### config.mk
export PLATFORM = sky130hd
export DESIGN_NAME = tpc_target_compare
export DESIGN_NICKNAME = d
export VERILOG_FILES = /design/src/tpc_pkg.sv /design/src/tpc_cmp_if.sv /design/src/tpc_pos_comparator.sv /design/src/tpc_target_compare.sv
export VERILOG_INCLUDE_DIRS = /design/src
export SDC_FILE = /design/constraint.sdc
export NUM_CORES = 1
export LEC_CHECK = 0
export BUFFER_PORTS_ARGS = -buffer_cell sky130_fd_sc_hd__buf_2
export CORE_ASPECT_RATIO = 1.75
export CORE_MARGIN = 2
export CORE_UTILIZATION = 40
export CTS_CLUSTER_SIZE = 40
export DETAILED_ROUTE_END_ITERATION = 8
export PLACE_DENSITY = 0.67
export SLEW_MARGIN = 20
export SYNTH_ARGS = -nofsm -noshare
export SYNTH_HDL_FRONTEND = slang
export SYNTH_HIERARCHICAL = 1
export SYNTH_SLANG_ARGS = --single-unit
### constraint.sdc
create_clock -name MCLK -period 3.5 [get_ports MCLK]
set_input_delay 0.175 -clock MCLK [delete_from_list [all_inputs] [get_ports MCLK]]
set_output_delay 0.175 -clock MCLK [all_outputs]
set_load 0.02 [all_outputs]
### src/tpc_regs.svh
// Register indices, field positions, reset values and event bits of the
// target pin and position compare block.
// Assumes a word-addressed map: byte address = index * 4.
`ifndef TPC_REGS_SVH
`define TPC_REGS_SVH

// Register indices
`define TPC_IDX_GENERAL_CONFIG   8'h00
`define TPC_IDX_REFERENCE_CONFIG 8'h01
`define TPC_IDX_EVENTS           8'h0E
`define TPC_IDX_FLAGS            8'h0F
`define TPC_IDX_COMPARE_VALUE    8'h32
`define TPC_IDX_EVENT_CLEAR      8'h70
`define TPC_IDX_EVENT_ENABLE     8'h71

// Byte address width of the register port
`define TPC_ADDR_W 10

// general_config fields
`define TPC_GC_INVERT_POL 16
`define TPC_GC_WEAK_PULL  17
`define TPC_GC_WIRED_AND  18

// reference_config fields
`define TPC_RC_PIN_SRC_LSB 0
`define TPC_RC_CMP_SOURCE  2
`define TPC_RC_PAIR_LSB    3

// Reset values
`define TPC_GC_RESET 32'h0000_0000
`define TPC_RC_RESET 32'h0000_0000
`define TPC_CV_RESET 32'h0000_0000
`define TPC_EV_RESET 3'h0

// Event bits
`define TPC_EV_W          3
`define TPC_EV_CMP_HIT    0
`define TPC_EV_TARGET_HIT 1
`define TPC_EV_ENC_FAULT  2

`endif

### src/tpc_pkg.sv
// Types shared by the target pin and position compare block.
// Assumes nothing beyond a SystemVerilog compiler.
package tpc_pkg;

  // Position words are signed microstep counts
  typedef logic signed [31:0] tpc_pos_t;

  // Operand pair of the comparator, in code order 00..11
  typedef enum logic [1:0] {TPC_PAIR_VALUE, TPC_PAIR_HOME, TPC_PAIR_LATCH, TPC_PAIR_REV} tpc_pair_t;

  // Flag forwarded to the target pin, in code order 00..11
  typedef enum logic [1:0] {TPC_SRC_TARGET, TPC_SRC_SPEED, TPC_SRC_ENC_FAULT, TPC_SRC_CMP_HIT} tpc_pin_src_t;

endpackage : tpc_pkg

### src/tpc_cmp_if.sv
// Bundle between the register block and the position comparator.
// Assumes both ends run on the same clock.
`timescale 1ns/10ps
`default_nettype none
interface tpc_cmp_if;
  import tpc_pkg::*;
  logic      cmp_source;
  tpc_pair_t pair;
  tpc_pos_t  compare_value;
  tpc_pos_t  current_position;
  tpc_pos_t  encoder_position;
  tpc_pos_t  home_position;
  tpc_pos_t  latched_position;
  tpc_pos_t  latched_encoder_position;
  tpc_pos_t  revolution_count;
  logic      hit_flag;
  logic      hit_event;

  modport ctrl (output cmp_source, pair, compare_value, current_position, encoder_position,
                home_position, latched_position, latched_encoder_position, revolution_count,
                input hit_flag, hit_event);
  modport cmp  (input cmp_source, pair, compare_value, current_position, encoder_position,
                home_position, latched_position, latched_encoder_position, revolution_count,
                output hit_flag, hit_event);
endinterface : tpc_cmp_if
`default_nettype wire

### src/tpc_pos_comparator.sv
// Permanent position comparator: selects one operand pair, flags equality
// and raises a one-cycle event on a new equality or an encoder crossing.
// Assumes operands come from logic on the same clock.
`timescale 1ns/10ps
`default_nettype none
module tpc_pos_comparator
  import tpc_pkg::*;
(
  input wire logic clk,
  input wire logic rst,
  tpc_cmp_if.cmp   cmp
);

  tpc_pos_t lhs;
  tpc_pos_t rhs;
  logic     equal;
  logic     crossing;
  tpc_pos_t prev_encoder;
  logic     prev_valid;

  // Operand selection; only the chosen pair can ever produce a hit [RULE11]
  always_comb begin
    lhs = cmp.cmp_source ? cmp.encoder_position : cmp.current_position;  // [RULE7] [RULE8]
    rhs = cmp.compare_value;                                             // Microsteps both sides [RULE9]
    case (cmp.pair)
      TPC_PAIR_VALUE: rhs = cmp.compare_value;
      TPC_PAIR_HOME:  rhs = cmp.home_position;                           // [RULE12]
      TPC_PAIR_LATCH: begin
        rhs = cmp.cmp_source ? cmp.latched_encoder_position : cmp.latched_position;  // [RULE12]
      end
      TPC_PAIR_REV: begin
        lhs = cmp.revolution_count;                                      // [RULE13]
        rhs = cmp.compare_value;
      end
      default: rhs = cmp.compare_value;
    endcase
  end

  // The encoder may skip values, so a jump over the target still counts [RULE10]
  assign equal    = (lhs == rhs);
  assign crossing = cmp.cmp_source && (cmp.pair != TPC_PAIR_REV) && prev_valid &&
                    (((prev_encoder < rhs) && (cmp.encoder_position > rhs)) ||
                     ((prev_encoder > rhs) && (cmp.encoder_position < rhs)));

  // Always running, no enable; flag follows equality, event marks a new one [RULE6] [RULE15]
  always_ff @(posedge clk) begin
    if (rst) begin
      cmp.hit_flag  <= 1'b0;
      cmp.hit_event <= 1'b0;
      prev_encoder  <= '0;
      prev_valid    <= 1'b0;
    end else begin
      cmp.hit_flag  <= equal;
      cmp.hit_event <= (equal && !cmp.hit_flag) || crossing;
      prev_encoder  <= cmp.encoder_position;
      prev_valid    <= 1'b1;
    end
  end
endmodule : tpc_pos_comparator
`default_nettype wire

### src/tpc_target_compare.sv
// Target pin driver and register file of the position compare unit.
// Assumes all position and flag inputs come from logic on MCLK and that the
// pin pad turns TARGET_PIN_STRONG into strong or weak drive of TARGET_PIN_O.
//
// The strobed register port is this design's own decision.
`timescale 1ns/10ps
`default_nettype none
`include "tpc_regs.svh"

// Behaviour
// RULE1: software enables weak drive before wired mode
// RULE2: weak drive, AND bit clear gives wired-OR
// RULE3: wired-OR: inactive weak, active strong
// RULE4: wired-AND: inactive strong, active weak
// RULE5: two-bit select routes one flag to pin
// RULE6: comparator always on, one flag, one event
// RULE7: source 0, pair 00: position versus value
// RULE8: source 1, pair 00: encoder versus value
// RULE9: encoder compare value is in microsteps
// RULE10: encoder jump over value still records event
// RULE11: only the selected pair can trigger
// RULE12: pair 01 home, pair 10 latch
// RULE13: pair 11 revolution count versus value
// RULE14: weak drive off means push-pull always
// RULE15: flag tracks equality, event latches until cleared
module tpc_target_compare
  import tpc_pkg::*;
(
  input  wire logic                   MCLK,
  input  wire logic                   SYS_RST,
  input  wire logic [`TPC_ADDR_W-1:0] ADDR,
  input  wire logic [31:0]            WDATA,
  input  wire logic                   WR,
  input  wire logic                   RD,
  output var  logic [31:0]            RDATA,
  input  wire tpc_pos_t               CURRENT_POSITION,
  input  wire tpc_pos_t               GOAL_POSITION,
  input  wire tpc_pos_t               ENCODER_POSITION,
  input  wire tpc_pos_t               HOME_POSITION,
  input  wire tpc_pos_t               LATCHED_POSITION,
  input  wire tpc_pos_t               LATCHED_ENCODER_POSITION,
  input  wire tpc_pos_t               REVOLUTION_COUNT,
  input  wire logic                   SPEED_REACHED,
  input  wire logic                   ENCODER_FAULT_FLAG,
  output var  logic                   TARGET_PIN_O,
  output var  logic                   TARGET_PIN_OE_N,
  output var  logic                   TARGET_PIN_STRONG,
  output wire logic                   COMPARE_HIT_FLAG,
  output var  logic                   INTR
);

  // Byte address of a word register; used by both the write and read decode
  function automatic logic reg_hit(input logic [`TPC_ADDR_W-1:0] addr, input logic [7:0] idx);
    reg_hit = (addr == {idx, 2'b00});
  endfunction : reg_hit

  logic [31:0]           general_config;
  logic [31:0]           reference_config;
  tpc_pos_t              compare_value;
  logic [`TPC_EV_W-1:0]  event_status;
  logic [`TPC_EV_W-1:0]  event_enable;
  logic [`TPC_EV_W-1:0]  event_set;
  logic [`TPC_EV_W-1:0]  event_clear;
  logic                  target_hit;
  logic                  prev_enc_fault;
  logic                  invert_pol;
  logic                  weak_pull_drive_enable;
  logic                  wired_and_select;
  tpc_pin_src_t          pin_source;
  logic                  next_active;
  logic                  next_strong;

  tpc_cmp_if cmp_bus ();

  // Field views of the configuration words
  assign invert_pol             = general_config[`TPC_GC_INVERT_POL];
  assign weak_pull_drive_enable = general_config[`TPC_GC_WEAK_PULL];
  assign wired_and_select       = general_config[`TPC_GC_WIRED_AND];
  assign pin_source             = tpc_pin_src_t'(reference_config[`TPC_RC_PIN_SRC_LSB +: 2]);

  // Configuration writes; unmapped or read-only addresses are ignored
  always_ff @(posedge MCLK) begin
    if (SYS_RST) begin
      general_config   <= `TPC_GC_RESET;
      reference_config <= `TPC_RC_RESET;
      compare_value    <= `TPC_CV_RESET;
      event_enable     <= `TPC_EV_RESET;
    end else if (WR) begin
      if (reg_hit(ADDR, `TPC_IDX_GENERAL_CONFIG)) begin
        general_config <= WDATA;
      end
      if (reg_hit(ADDR, `TPC_IDX_REFERENCE_CONFIG)) begin
        reference_config <= WDATA;
      end
      if (reg_hit(ADDR, `TPC_IDX_COMPARE_VALUE)) begin
        compare_value <= WDATA;
      end
      if (reg_hit(ADDR, `TPC_IDX_EVENT_ENABLE)) begin
        event_enable <= WDATA[`TPC_EV_W-1:0];
      end
    end
  end

  // Comparator operands; the compare value is used as written, in microsteps
  assign cmp_bus.cmp_source               = reference_config[`TPC_RC_CMP_SOURCE];
  assign cmp_bus.pair                     = tpc_pair_t'(reference_config[`TPC_RC_PAIR_LSB +: 2]);
  assign cmp_bus.compare_value            = compare_value;   // [RULE9]
  assign cmp_bus.current_position         = CURRENT_POSITION;
  assign cmp_bus.encoder_position         = ENCODER_POSITION;
  assign cmp_bus.home_position            = HOME_POSITION;
  assign cmp_bus.latched_position         = LATCHED_POSITION;
  assign cmp_bus.latched_encoder_position = LATCHED_ENCODER_POSITION;
  assign cmp_bus.revolution_count         = REVOLUTION_COUNT;
  assign COMPARE_HIT_FLAG                 = cmp_bus.hit_flag;

  tpc_pos_comparator u_cmp (
    .clk (MCLK),
    .rst (SYS_RST),
    .cmp (cmp_bus)
  );

  // Target-hit flag and edge history of the event sources
  always_ff @(posedge MCLK) begin
    if (SYS_RST) begin
      target_hit     <= 1'b0;
      prev_enc_fault <= 1'b0;
    end else begin
      target_hit     <= (CURRENT_POSITION == GOAL_POSITION);
      prev_enc_fault <= ENCODER_FAULT_FLAG;
    end
  end

  // Event sources: compare event, target reached rising, encoder fault rising
  always_comb begin
    event_set                     = '0;
    event_set[`TPC_EV_CMP_HIT]    = cmp_bus.hit_event;
    event_set[`TPC_EV_TARGET_HIT] = (CURRENT_POSITION == GOAL_POSITION) && !target_hit;
    event_set[`TPC_EV_ENC_FAULT]  = ENCODER_FAULT_FLAG && !prev_enc_fault;
    event_clear                   = '0;
    if (WR && reg_hit(ADDR, `TPC_IDX_EVENT_CLEAR)) begin
      event_clear = WDATA[`TPC_EV_W-1:0];
    end
  end

  // Sticky events; a set in the clearing cycle wins so no event is lost
  always_ff @(posedge MCLK) begin
    if (SYS_RST) begin
      event_status <= `TPC_EV_RESET;
    end else begin
      event_status <= (event_status & ~event_clear) | event_set;  // [RULE15] [RULE10]
    end
  end

  // Level interrupt while any enabled event is pending
  always_ff @(posedge MCLK) begin
    if (SYS_RST) begin
      INTR <= 1'b0;
    end else begin
      INTR <= |(event_status & event_enable);
    end
  end

  // Pin source and drive strength
  always_comb begin
    case (pin_source)                                      // [RULE5]
      TPC_SRC_TARGET:    next_active = target_hit;
      TPC_SRC_SPEED:     next_active = SPEED_REACHED;
      TPC_SRC_ENC_FAULT: next_active = ENCODER_FAULT_FLAG;
      TPC_SRC_CMP_HIT:   next_active = cmp_bus.hit_flag;
      default:           next_active = target_hit;
    endcase
    if (!weak_pull_drive_enable) begin
      next_strong = 1'b1;                                  // Push-pull [RULE14]
    end else if (!wired_and_select) begin
      next_strong = next_active;                           // Wired-OR [RULE2] [RULE3]
    end else begin
      next_strong = !next_active;                          // Wired-AND [RULE4]
    end
  end

  // Pin register; the pad only drives after reset to avoid a glitch on a shared line
  always_ff @(posedge MCLK) begin
    if (SYS_RST) begin
      TARGET_PIN_O      <= 1'b0;
      TARGET_PIN_OE_N   <= 1'b1;
      TARGET_PIN_STRONG <= 1'b0;
    end else begin
      TARGET_PIN_O      <= next_active ^ invert_pol;
      TARGET_PIN_OE_N   <= 1'b0;
      TARGET_PIN_STRONG <= next_strong;                    // [RULE2] [RULE3] [RULE4] [RULE14]
    end
  end

  // Read port; data stands for one cycle only, unmapped and write-only read zero
  always_ff @(posedge MCLK) begin
    if (SYS_RST) begin
      RDATA <= 32'h0000_0000;
    end else if (RD) begin
      if (reg_hit(ADDR, `TPC_IDX_GENERAL_CONFIG)) begin
        RDATA <= general_config;
      end else if (reg_hit(ADDR, `TPC_IDX_REFERENCE_CONFIG)) begin
        RDATA <= reference_config;
      end else if (reg_hit(ADDR, `TPC_IDX_COMPARE_VALUE)) begin
        RDATA <= compare_value;
      end else if (reg_hit(ADDR, `TPC_IDX_EVENTS)) begin
        RDATA <= {29'h0000_0000, event_status};
      end else if (reg_hit(ADDR, `TPC_IDX_EVENT_ENABLE)) begin
        RDATA <= {29'h0000_0000, event_enable};
      end else if (reg_hit(ADDR, `TPC_IDX_FLAGS)) begin
        RDATA <= {28'h000_0000, cmp_bus.hit_flag, ENCODER_FAULT_FLAG, SPEED_REACHED, target_hit};
      end else begin
        RDATA <= 32'h0000_0000;
      end
    end else begin
      RDATA <= 32'h0000_0000;
    end
  end
endmodule : tpc_target_compare
`default_nettype wire

# == Word level (Yosys, flattened, before mapping) ==
# Index checks and enable logic that the tools add are counted.
# totals
in_bits,272
ff_bits,175
wordCells,82
# op_classes
eq_ne,15
n_reduce_logical,25
order_cmp,4
bitwise_logic,6
n_mux,16
# op_table
operator,n
32-bit two-way mux,6
32-bit one-hot mux with 3 select lines,1
32-bit equality test,2
32-bit greater-than comparator,2
32-bit less-than comparator,2
"10-bit by 6-bit equality test with 1-bit output, second input constant",2
"10-bit by 9-bit equality test with 1-bit output, second input constant",2
4-bit two-way mux,3
"10-bit by 3-bit equality test with 1-bit output, second input constant",1
"10-bit by 8-bit equality test with 1-bit output, second input constant",1
10-bit logical NOT,1
1-bit logical AND,9
"2-bit equality test, second input constant",4
2-bit AND reduction,4
3-bit AND,2
"2-bit by 1-bit equality test with 1-bit output, second input constant",2
1-bit logical NOT,4
2-bit logical NOT,2
1-bit two-way mux,4
1-bit one-hot mux with 4 select lines,1
2-bit OR reduction,2
3-bit two-way mux,1
3-bit NOT,1
3-bit bitwise OR,1
other kinds (5),6

# == Depth between registers and ports, before layout ==
# Gate-level depths: netlist of run 1.
# logic_depth
word_depth,8
ltp_mapped,17
mapped_depth_nobuf,14

# == Cells and area by module ==
# The synthesis of run 1 kept the hierarchy.
# by_module_without_submodules
mod,seq_area_each_um2,area_per_inst_um2,n_inst,cells_per_inst
tpc_target_compare,2802.7,5686.7,1,722
tpc_pos_comparator,700.7,4461.8,1,551

# == Least setup slack after synthesis of run 1 ==
# Ideal clock, no wire load.
# synth_path
kind,register -> register
start,reg reference_config[3]
end,reg u_cmp.cmp.hit_event
stages_incl_launch_ff,17
path_buffers,3
synth_period_minus_slack_ps,3670
path_slack_ps,-170
arrival_time_ps,3551
setup_ps,120
required_time_ps,3380
path_cell_list,dfxtp_1 > ha_1 > clkbuf_1 > clkbuf_1 > clkbuf_1 > a221oi_1 > a21oi_1 > inv_1 > ha_1 > nand4_1 > nor2_1 > nand3_1 > or4_1 > o211a_1 > mux2_2 > and3_1 > a211o_1
# synth_via
elab_chain_len,8
# synth_rtl
element,line,text
from (decl),tpc_target_compare.sv:58,logic [31:0] reference_config;
from (signal assigned),tpc_target_compare.sv:85,reference_config <= `TPC_RC_RESET;
2-bit equality test or 2-bit logical NOT (tied branches),tpc_pos_comparator.sv:25,case (cmp.pair)
2-bit OR reduction (no line),-,
32-bit one-hot mux with 3 select lines,tpc_pos_comparator.sv:25,
"32-bit less-than comparator, or another cell as far along",tpc_pos_comparator.sv:42,(((prev_encoder < rhs) && (cmp.encoder_position > rhs)) ||
"1-bit logical AND, on equally long branches","tpc_pos_comparator.sv:42, tpc_pos_comparator.sv:43",
1-bit logical OR,tpc_pos_comparator.sv:42,
1-bit logical AND,tpc_pos_comparator.sv:41,assign crossing = cmp.cmp_source && (cmp.pair != TPC_PAIR_REV) && prev_valid &&
1-bit logical OR *,tpc_pos_comparator.sv:54,cmp.hit_event <= (equal && !cmp.hit_flag) || crossing;
to (signal assigned),tpc_pos_comparator.sv:54,
to (decl),tpc_cmp_if.sv:24,"output hit_flag, hit_event);"
# Every way passes the cells marked *; elsewhere a longest branch is shown, timed or not.
# A chain may end at the register's enable or synchronous reset.

# == Worst setup path in the final report of run 1 ==
# Ends and elaborated chain as after synthesis.

==> impl_metrics.tcl, run 1 <==
set metrics [dict create \
    status "finished with violations" \
    violations "negative setup slack" \
    p_leak_uw 0.00558 \
    period_share 1.02 \
    ys_top_cells_by_count "259 x nand2_1, 175 x dfxtp_1, 170 x a21oi_1" \
    total_power_uw 4700 \
    vdd_drop_max_v 0.000342 \
    nets 1990 \
    hold_path_class "in2reg" \
    synth.most_common_cell "nand2_1" \
    p_per_area_nw_per_um2 343 \
    hold_viol 0 \
    clk_path_buf_depth 2 \
    start_util 0.404 \
    worst_slack_ps -82.0 \
    grt_max_degree 76 \
    yosysWarnings 6 \
    syn_area_um2 10100 \
    area_growth_pct 35.0 \
    antenna_found_initial 2 \
    synth_adder_area_share 0.0809 \
    cp.required_ps 3840 \
    fin_worst_skew_ps 7.34 \
    p_int_uw 3470 \
    gp_congestion 1.00 \
    die_x_um 124 \
    path_class "reg2reg" \
    synth_compound_area_frac 0.204 \
    critPathArrivalTime_ps 3920 \
    max_freq_mhz 279 \
    whs_ps 9.66 \
    synth_cell_types 64 \
    synthArstFlopShare 0 \
    synth_xor_area_frac 0.0587 \
    report.final.setup_viol 1 \
    via_per_inst 5.48 \
    worst_pin_slew_ps 845 \
    pwr-share-comb 0.129 \
    numClockSinks 175 \
    cap_violations 0 \
    dieHeight_um 215 \
    wl_per_cell_um 21.1 \
    p_sw_uw 1230 \
    r2r_cells 13 \
    cts_max_level 4 \
    die-area_um2 26700 \
    io_pins 309 \
    grtUsageTotal 0.303 \
    numCtsBuffers 17 \
    drive_gt1_frac 0.304 \
    power_frac_seq 0.430 \
    overflow 0 \
    drt_iter0_markers 853 \
    p_sw_frac 0.262 \
    vias 10879 \
    hold-path-cell-count 3 \
    synth_edf_count 0 \
    synthMuxAreaShare 0.0737 \
    postRouteAntennaNets 0 \
    synth_flop_cell "dfxtp_1" \
    cts_tree "yes" \
    synth_area_leaders "dfxtp_1 35%, nand2_1 9.6%, a21oi_1 8.4%" \
    syn_avg_cell_area_um2 7.97 \
    period_needed_ps 3580 \
    clk_latency_ps 440 \
    core_um2 25100 \
    rsz0062_at_grt "true" \
    port-buffer-count 308 \
    synthCells 1273 \
    path_clk_slew_ps 70 \
    synth_top_family_by_area "compound AO/OA/AOI/OAI gates" \
    drt_wl_total_um 41900 \
    row_count 77 \
    clock_power_share 0.441 \
    cts_root_buffer "clkbuf_16" \
    relSlewSlack 0.437 \
    drtPass1Iterations 6 \
    cp-start-kind "flop" \
    cp_max_fo 16 \
    grt_pass1_wl_um 61900 \
    critPathCaptureType "flop" \
    drc 0 \
    grt_pass1_vias 10919 \
    ys_seq_elements 175 \
    synth-simple-area-share 0.180 \
    seq_area_frac_synth 0.345 \
    yosysTopAreaCellShare 0.345 \
    slew_viol_final 0 \
    dpl.hpwl_um 32200 \
    synth_area_leader_cell "dfxtp_1" \
    syn_nets 1609 \
]
-- power groups by stage --
| stage | Sequential [uW] | Clock [uW] | Combinational (uW) |
|---|---|---|---|
| 6_report | 2020 | 2070 | 606 |
| 5_1_grt | 2020 | 2190 | 650 |
| 4_1_cts | 2020 | 2120 | 595 |
| 3_5_place_dp | 2070 | 0 | 558 |
| 3_3_place_gp | 2070 | 0 | 556 |
| 2_1_floorplan | 2070 | 0 | 235 |
-- sequential cells by signal, summed over array words and instances (netlist names) --
register	cells
cmp_bus.compare_value	32
u_cmp/prev_valid	1
target_hit	1
u_cmp/prev_encoder	32
event_enable	3
TARGET_PIN_O	1
general_config	32
TARGET_PIN_OE_N	1
TARGET_PIN_STRONG	1
u_cmp/cmp.hit_flag	1
u_cmp/cmp.hit_event	1
INTR	1
reference_config	32
prev_enc_fault	1
event_status	3
RDATA	32
-- metal layers --
metal	wire length [um]	global-route usage
met1	15100	0.312
met2	21700	0.552
met3	1980	0.0498
met4	3090	0.209
met5	0	0
-- final cells by class --
| type | instances | area [um2] |
|---|---|---|
| fillers | 2399 | 11400 |
| flip-flops and latches | 175 | 3510 |
| diodes | 2 | 5.00 |
| multi-input cells | 964 | 6210 |
| well taps | 316 | 395 |
| inverters | 53 | 199 |
| repair buffers | 443 | 2740 |
| clock inverters | 14 | 198 |
| clock buffers | 18 | 439 |
-- path summary, 6_finish.rpt --
kind	from	to	slack, ps
hold reg to reg	general_config[29]	general_config[29]	450
setup reg to reg	reference_config[3]	u_cmp/cmp.hit_event	-80
setup / recovery	reference_config[3]	u_cmp/cmp.hit_event	-80
hold / removal	WDATA[19]	general_config[19]	10
-- cells in the final DEF (no fill, tap or decap), drive strengths merged, types with 35 or more instances in the layout --
master	n
nand2	259
inv	59
buf	405
xor2	39
nor2	35
dfxtp	175
mux2i	35
nor2b	37
a21oi	172
dlygate4sd3	37
ha	64
o21ai	112
-- through the flow --
step	utilization	cells	setup TNS, ps	setup WS (ps)	cell area (um2)
after CTS	0.540	1980	-19.6	-19.6	13600
after floorplan	-	1273	0	31.3	10200
final	0.545	1985	-82.0	-82.0	13700
after detailed placement	0.497	1910	-119	-119	12500
after global routing	0.545	1985	-155	-155	13700
after global placement	0.497	1910	-68.3	-68.3	12500
-- critical path, stage by stage, from the launching register on --
cell	delay, ps
dfxtp_2	360
inv_1	70
ha_4	280
bufbuf_16	300
a221oi_1	90
a21oi_1	220
inv_1	100
ha_1	310
nand4_1	180
or4_4	590
o211a_1	240
mux2_2	280
and3_1	180
a211o_1	250
-- what timing repair did --
| action | CTS | global route |
|---|---|---|
| pin swaps | 1 | 6 |
| endpoints found under the setup margin | 1 | 1 |
| buffers inserted | 0 | 3 |
| cloned | 1 | 0 |
| hold buffers | 37 | 0 |
| hold endpoints to repair | 76 | 0 |
| gates resized for setup | 9 | 19 |
-- cell families after synthesis --
kind of cell	Yosys count
XOR/XNOR	68
buffers and inverters	134
AND/OR/NAND/NOR	402
AO/OA/AOI/OAI	359
multiplexers	69
adder cells (fa/ha/maj)	66
flip-flops	175
Power figures use the tool's default switching activity.
==> run 2: changes to the inputs <==
--- a/config.mk
+++ b/config.mk
@@ -12,7 +12,7 @@
 export CORE_UTILIZATION = 40
 export CTS_CLUSTER_SIZE = 40
 export DETAILED_ROUTE_END_ITERATION = 8
-export PLACE_DENSITY = 0.67
+export PLACE_DENSITY = 0.65
 export SLEW_MARGIN = 20
 export SYNTH_ARGS = -nofsm -noshare
 export SYNTH_HDL_FRONTEND = slang
==> impl_metrics.tcl, run 2 (synthesized netlist as in run 1, its figures left out) <==
set metrics [dict create \
    status "finished with violations" \
    violations "negative setup slack" \
    p_sw_uw 1250 \
    slowest_stage "maj3_1" \
    hold-path-cell-count 3 \
    io_pins 309 \
    grtUsageTotal 0.312 \
    r2r-start "reference_config[3]" \
    postRouteAntennaNets 0 \
    vdd_drop_max_v 0.000276 \
    cp.required_ps 3830 \
    drc 0 \
    p_int_uw 3300 \
    wl_met3_um 1950 \
    path_class "reg2reg" \
    die-area_um2 26700 \
    crit_family "compound AO/OA/AOI/OAI gates" \
    critPathCaptureType "flop" \
    final_common_cell "buf_2" \
    total_power_uw 4540 \
    hold_viol 0 \
    utilization 0.559 \
    relSlewSlack 0.433 \
    max_freq_mhz 282 \
    hold_path_end "general_config[13]" \
    p_per_area_nw_per_um2 323 \
    vias 10935 \
    area_growth_pct 38.6 \
    drt_wl_total_um 42600 \
    cp-start-kind "flop" \
    report.final.setup_viol 1 \
    drt_iter0_markers 708 \
    r2r_end "u_cmp/cmp.hit_event" \
    power_frac_seq 0.445 \
    pwr-share-comb 0.136 \
    wl_per_cell_um 21.2 \
    final_area_um2 14100 \
    worst_slack_ps -51.4 \
    rrSetupSlack_ps -50 \
    cp_max_fo 9 \
    met1Wirelength_um 15100 \
    p_leak_uw 0.00573 \
    dpl.hpwl_um 33200 \
    layout_common_cells "307 x buf_2, 259 x nand2_1, 172 x dfxtp_1, 160 x a21oi_1, 110 x buf_4" \
    row_count 77 \
    start_util 0.404 \
    highest_layer "met4" \
    preCtsSetupSlack_ps -213 \
    via_per_inst 5.45 \
    cpMostUsedCell "buf_4" \
    path_clk_slew_ps 70 \
    cp_num_buf_inv 5 \
    clk_path_buf_depth 2 \
    die_x_um 124 \
    hold_start "WDATA[13]" \
    core_um2 25100 \
    overflow 0 \
    cts_max_level 4 \
    numClockSinks 175 \
    slew_viol_final 0 \
    clk_latency_ps 450 \
    port-buffer-count 308 \
    hold_path_class "in2reg" \
    numCtsBuffers 17 \
    worst_pin_slew_ps 843 \
    grt_pass1_wl_um 63900 \
    critPathMaxStageDelay_ps 370 \
    gp_congestion 0.961 \
    critPathArrivalTime_ps 3880 \
    nets 2012 \
    grt_pass1_vias 11090 \
    cts_root_buffer "clkbuf_16" \
    fin_worst_skew_ps 9.32 \
    p_sw_frac 0.274 \
    r2r_cells 15 \
    period_share 1.01 \
    period_needed_ps 3550 \
    finalSetupTns_ps -51.4 \
    worstPathCellList "inv_2 -> ha_4 -> buf_12 -> buf_16 -> buf_4 -> a222oi_1 -> buf_4 -> ha_1 -> a21o_1 -> maj3_1 -> a21oi_2 -> o211a_1 -> mux2_4 -> and3_4 -> a211o_1" \
    drive_gt1_frac 0.329 \
    rsz0062_at_grt "true" \
    grt_max_degree 78 \
    clock_power_share 0.419 \
    cts_tree "yes" \
    dpl_cell_area_um2 12600 \
    met2WireLength_um 22000 \
    dieHeight_um 215 \
    cap_violations 0 \
    drtPass1Iterations 4 \
    antenna_found_initial 2 \
]
==> run 2: cell types whose count changed in the layout (fill, tap and decap cells not counted), sizes merged <==
| cell | previous run | this run |
|---|---|---|
| inv | 59 | 57 |
| bufbuf | 1 | 0 |
| clkinv | 4 | 7 |
| dlygate4sd3 | 37 | 31 |
| clkbuf | 18 | 17 |
| bufinv | 3 | 1 |
| clkinvlp | 1 | 3 |
| buf | 405 | 434 |
==> run 2: repair_timing <==
action / CTS / global route
hold endpoints to repair: 60 / 0
gates resized for setup: 53 / 19
cloned: 5 / 0
pin swaps: 23 / 14
setup endpoints to repair: 1 / 1
setup buffers: 15 / 2
hold buffers: 31 / 0
==> run 2: layout make-up <==
class,instances,area (um2)
flip-flops and latches,175,3510
clock buffers,17,425
fillers,2373,11100
well taps,316,395
repair buffers,465,3020
clock inverters,15,155
inverters,53,199
diodes,2,5.00
multi-input cells,964,6360
==> run 2: tightest hold or removal path, delay by kind of cell <==
family / cells / cell delay (ps)
buffers and inverters: 1 / 120
AO/OA/AOI/OAI: 1 / 50
AND/OR/NAND/NOR: 1 / 50
==> run 2: per-stage QoR <==
stage	hold slack, ps	instances
final	2.06	2007
after global placement	438	1920
after detailed placement	443	1920
after global routing	9.25	2007
after CTS	0.252	2003
after floorplan	203	1273
==> run 2: how the worst max path moves through the flow <==
stage | startpoint | end | cells past startpoint
4_1_cts | reference_config[2] | u_cmp/cmp.hit_event | 16
3_3_place_gp | reference_config[3] | u_cmp/cmp.hit_event | 15
2_1_floorplan | reference_config[3] | u_cmp/cmp.hit_event | 15
5_1_grt | reference_config[3] | u_cmp/cmp.hit_event | 14
6_report | reference_config[3] | u_cmp/cmp.hit_event | 15
3_5_place_dp | reference_config[3] | u_cmp/cmp.hit_event | 15
==> run 2: metal layers <==
layer / up-vias / GRT usage
li1: 5242 / -
met1: 5121 / 0.318
met2: 447 / 0.572
met3: 125 / 0.0453
met4: 0 / 0.232
met5: - / 0
==> run 2: power groups by stage <==
stage | Combinational (uW) | Clock, uW | Sequential (uW)
after global placement | 566 | 0 | 2070
after CTS | 609 | 1930 | 2020
after floorplan | 235 | 0 | 2070
after global routing | 667 | 2000 | 2020
final | 620 | 1900 | 2020
after detailed placement | 567 | 0 | 2070
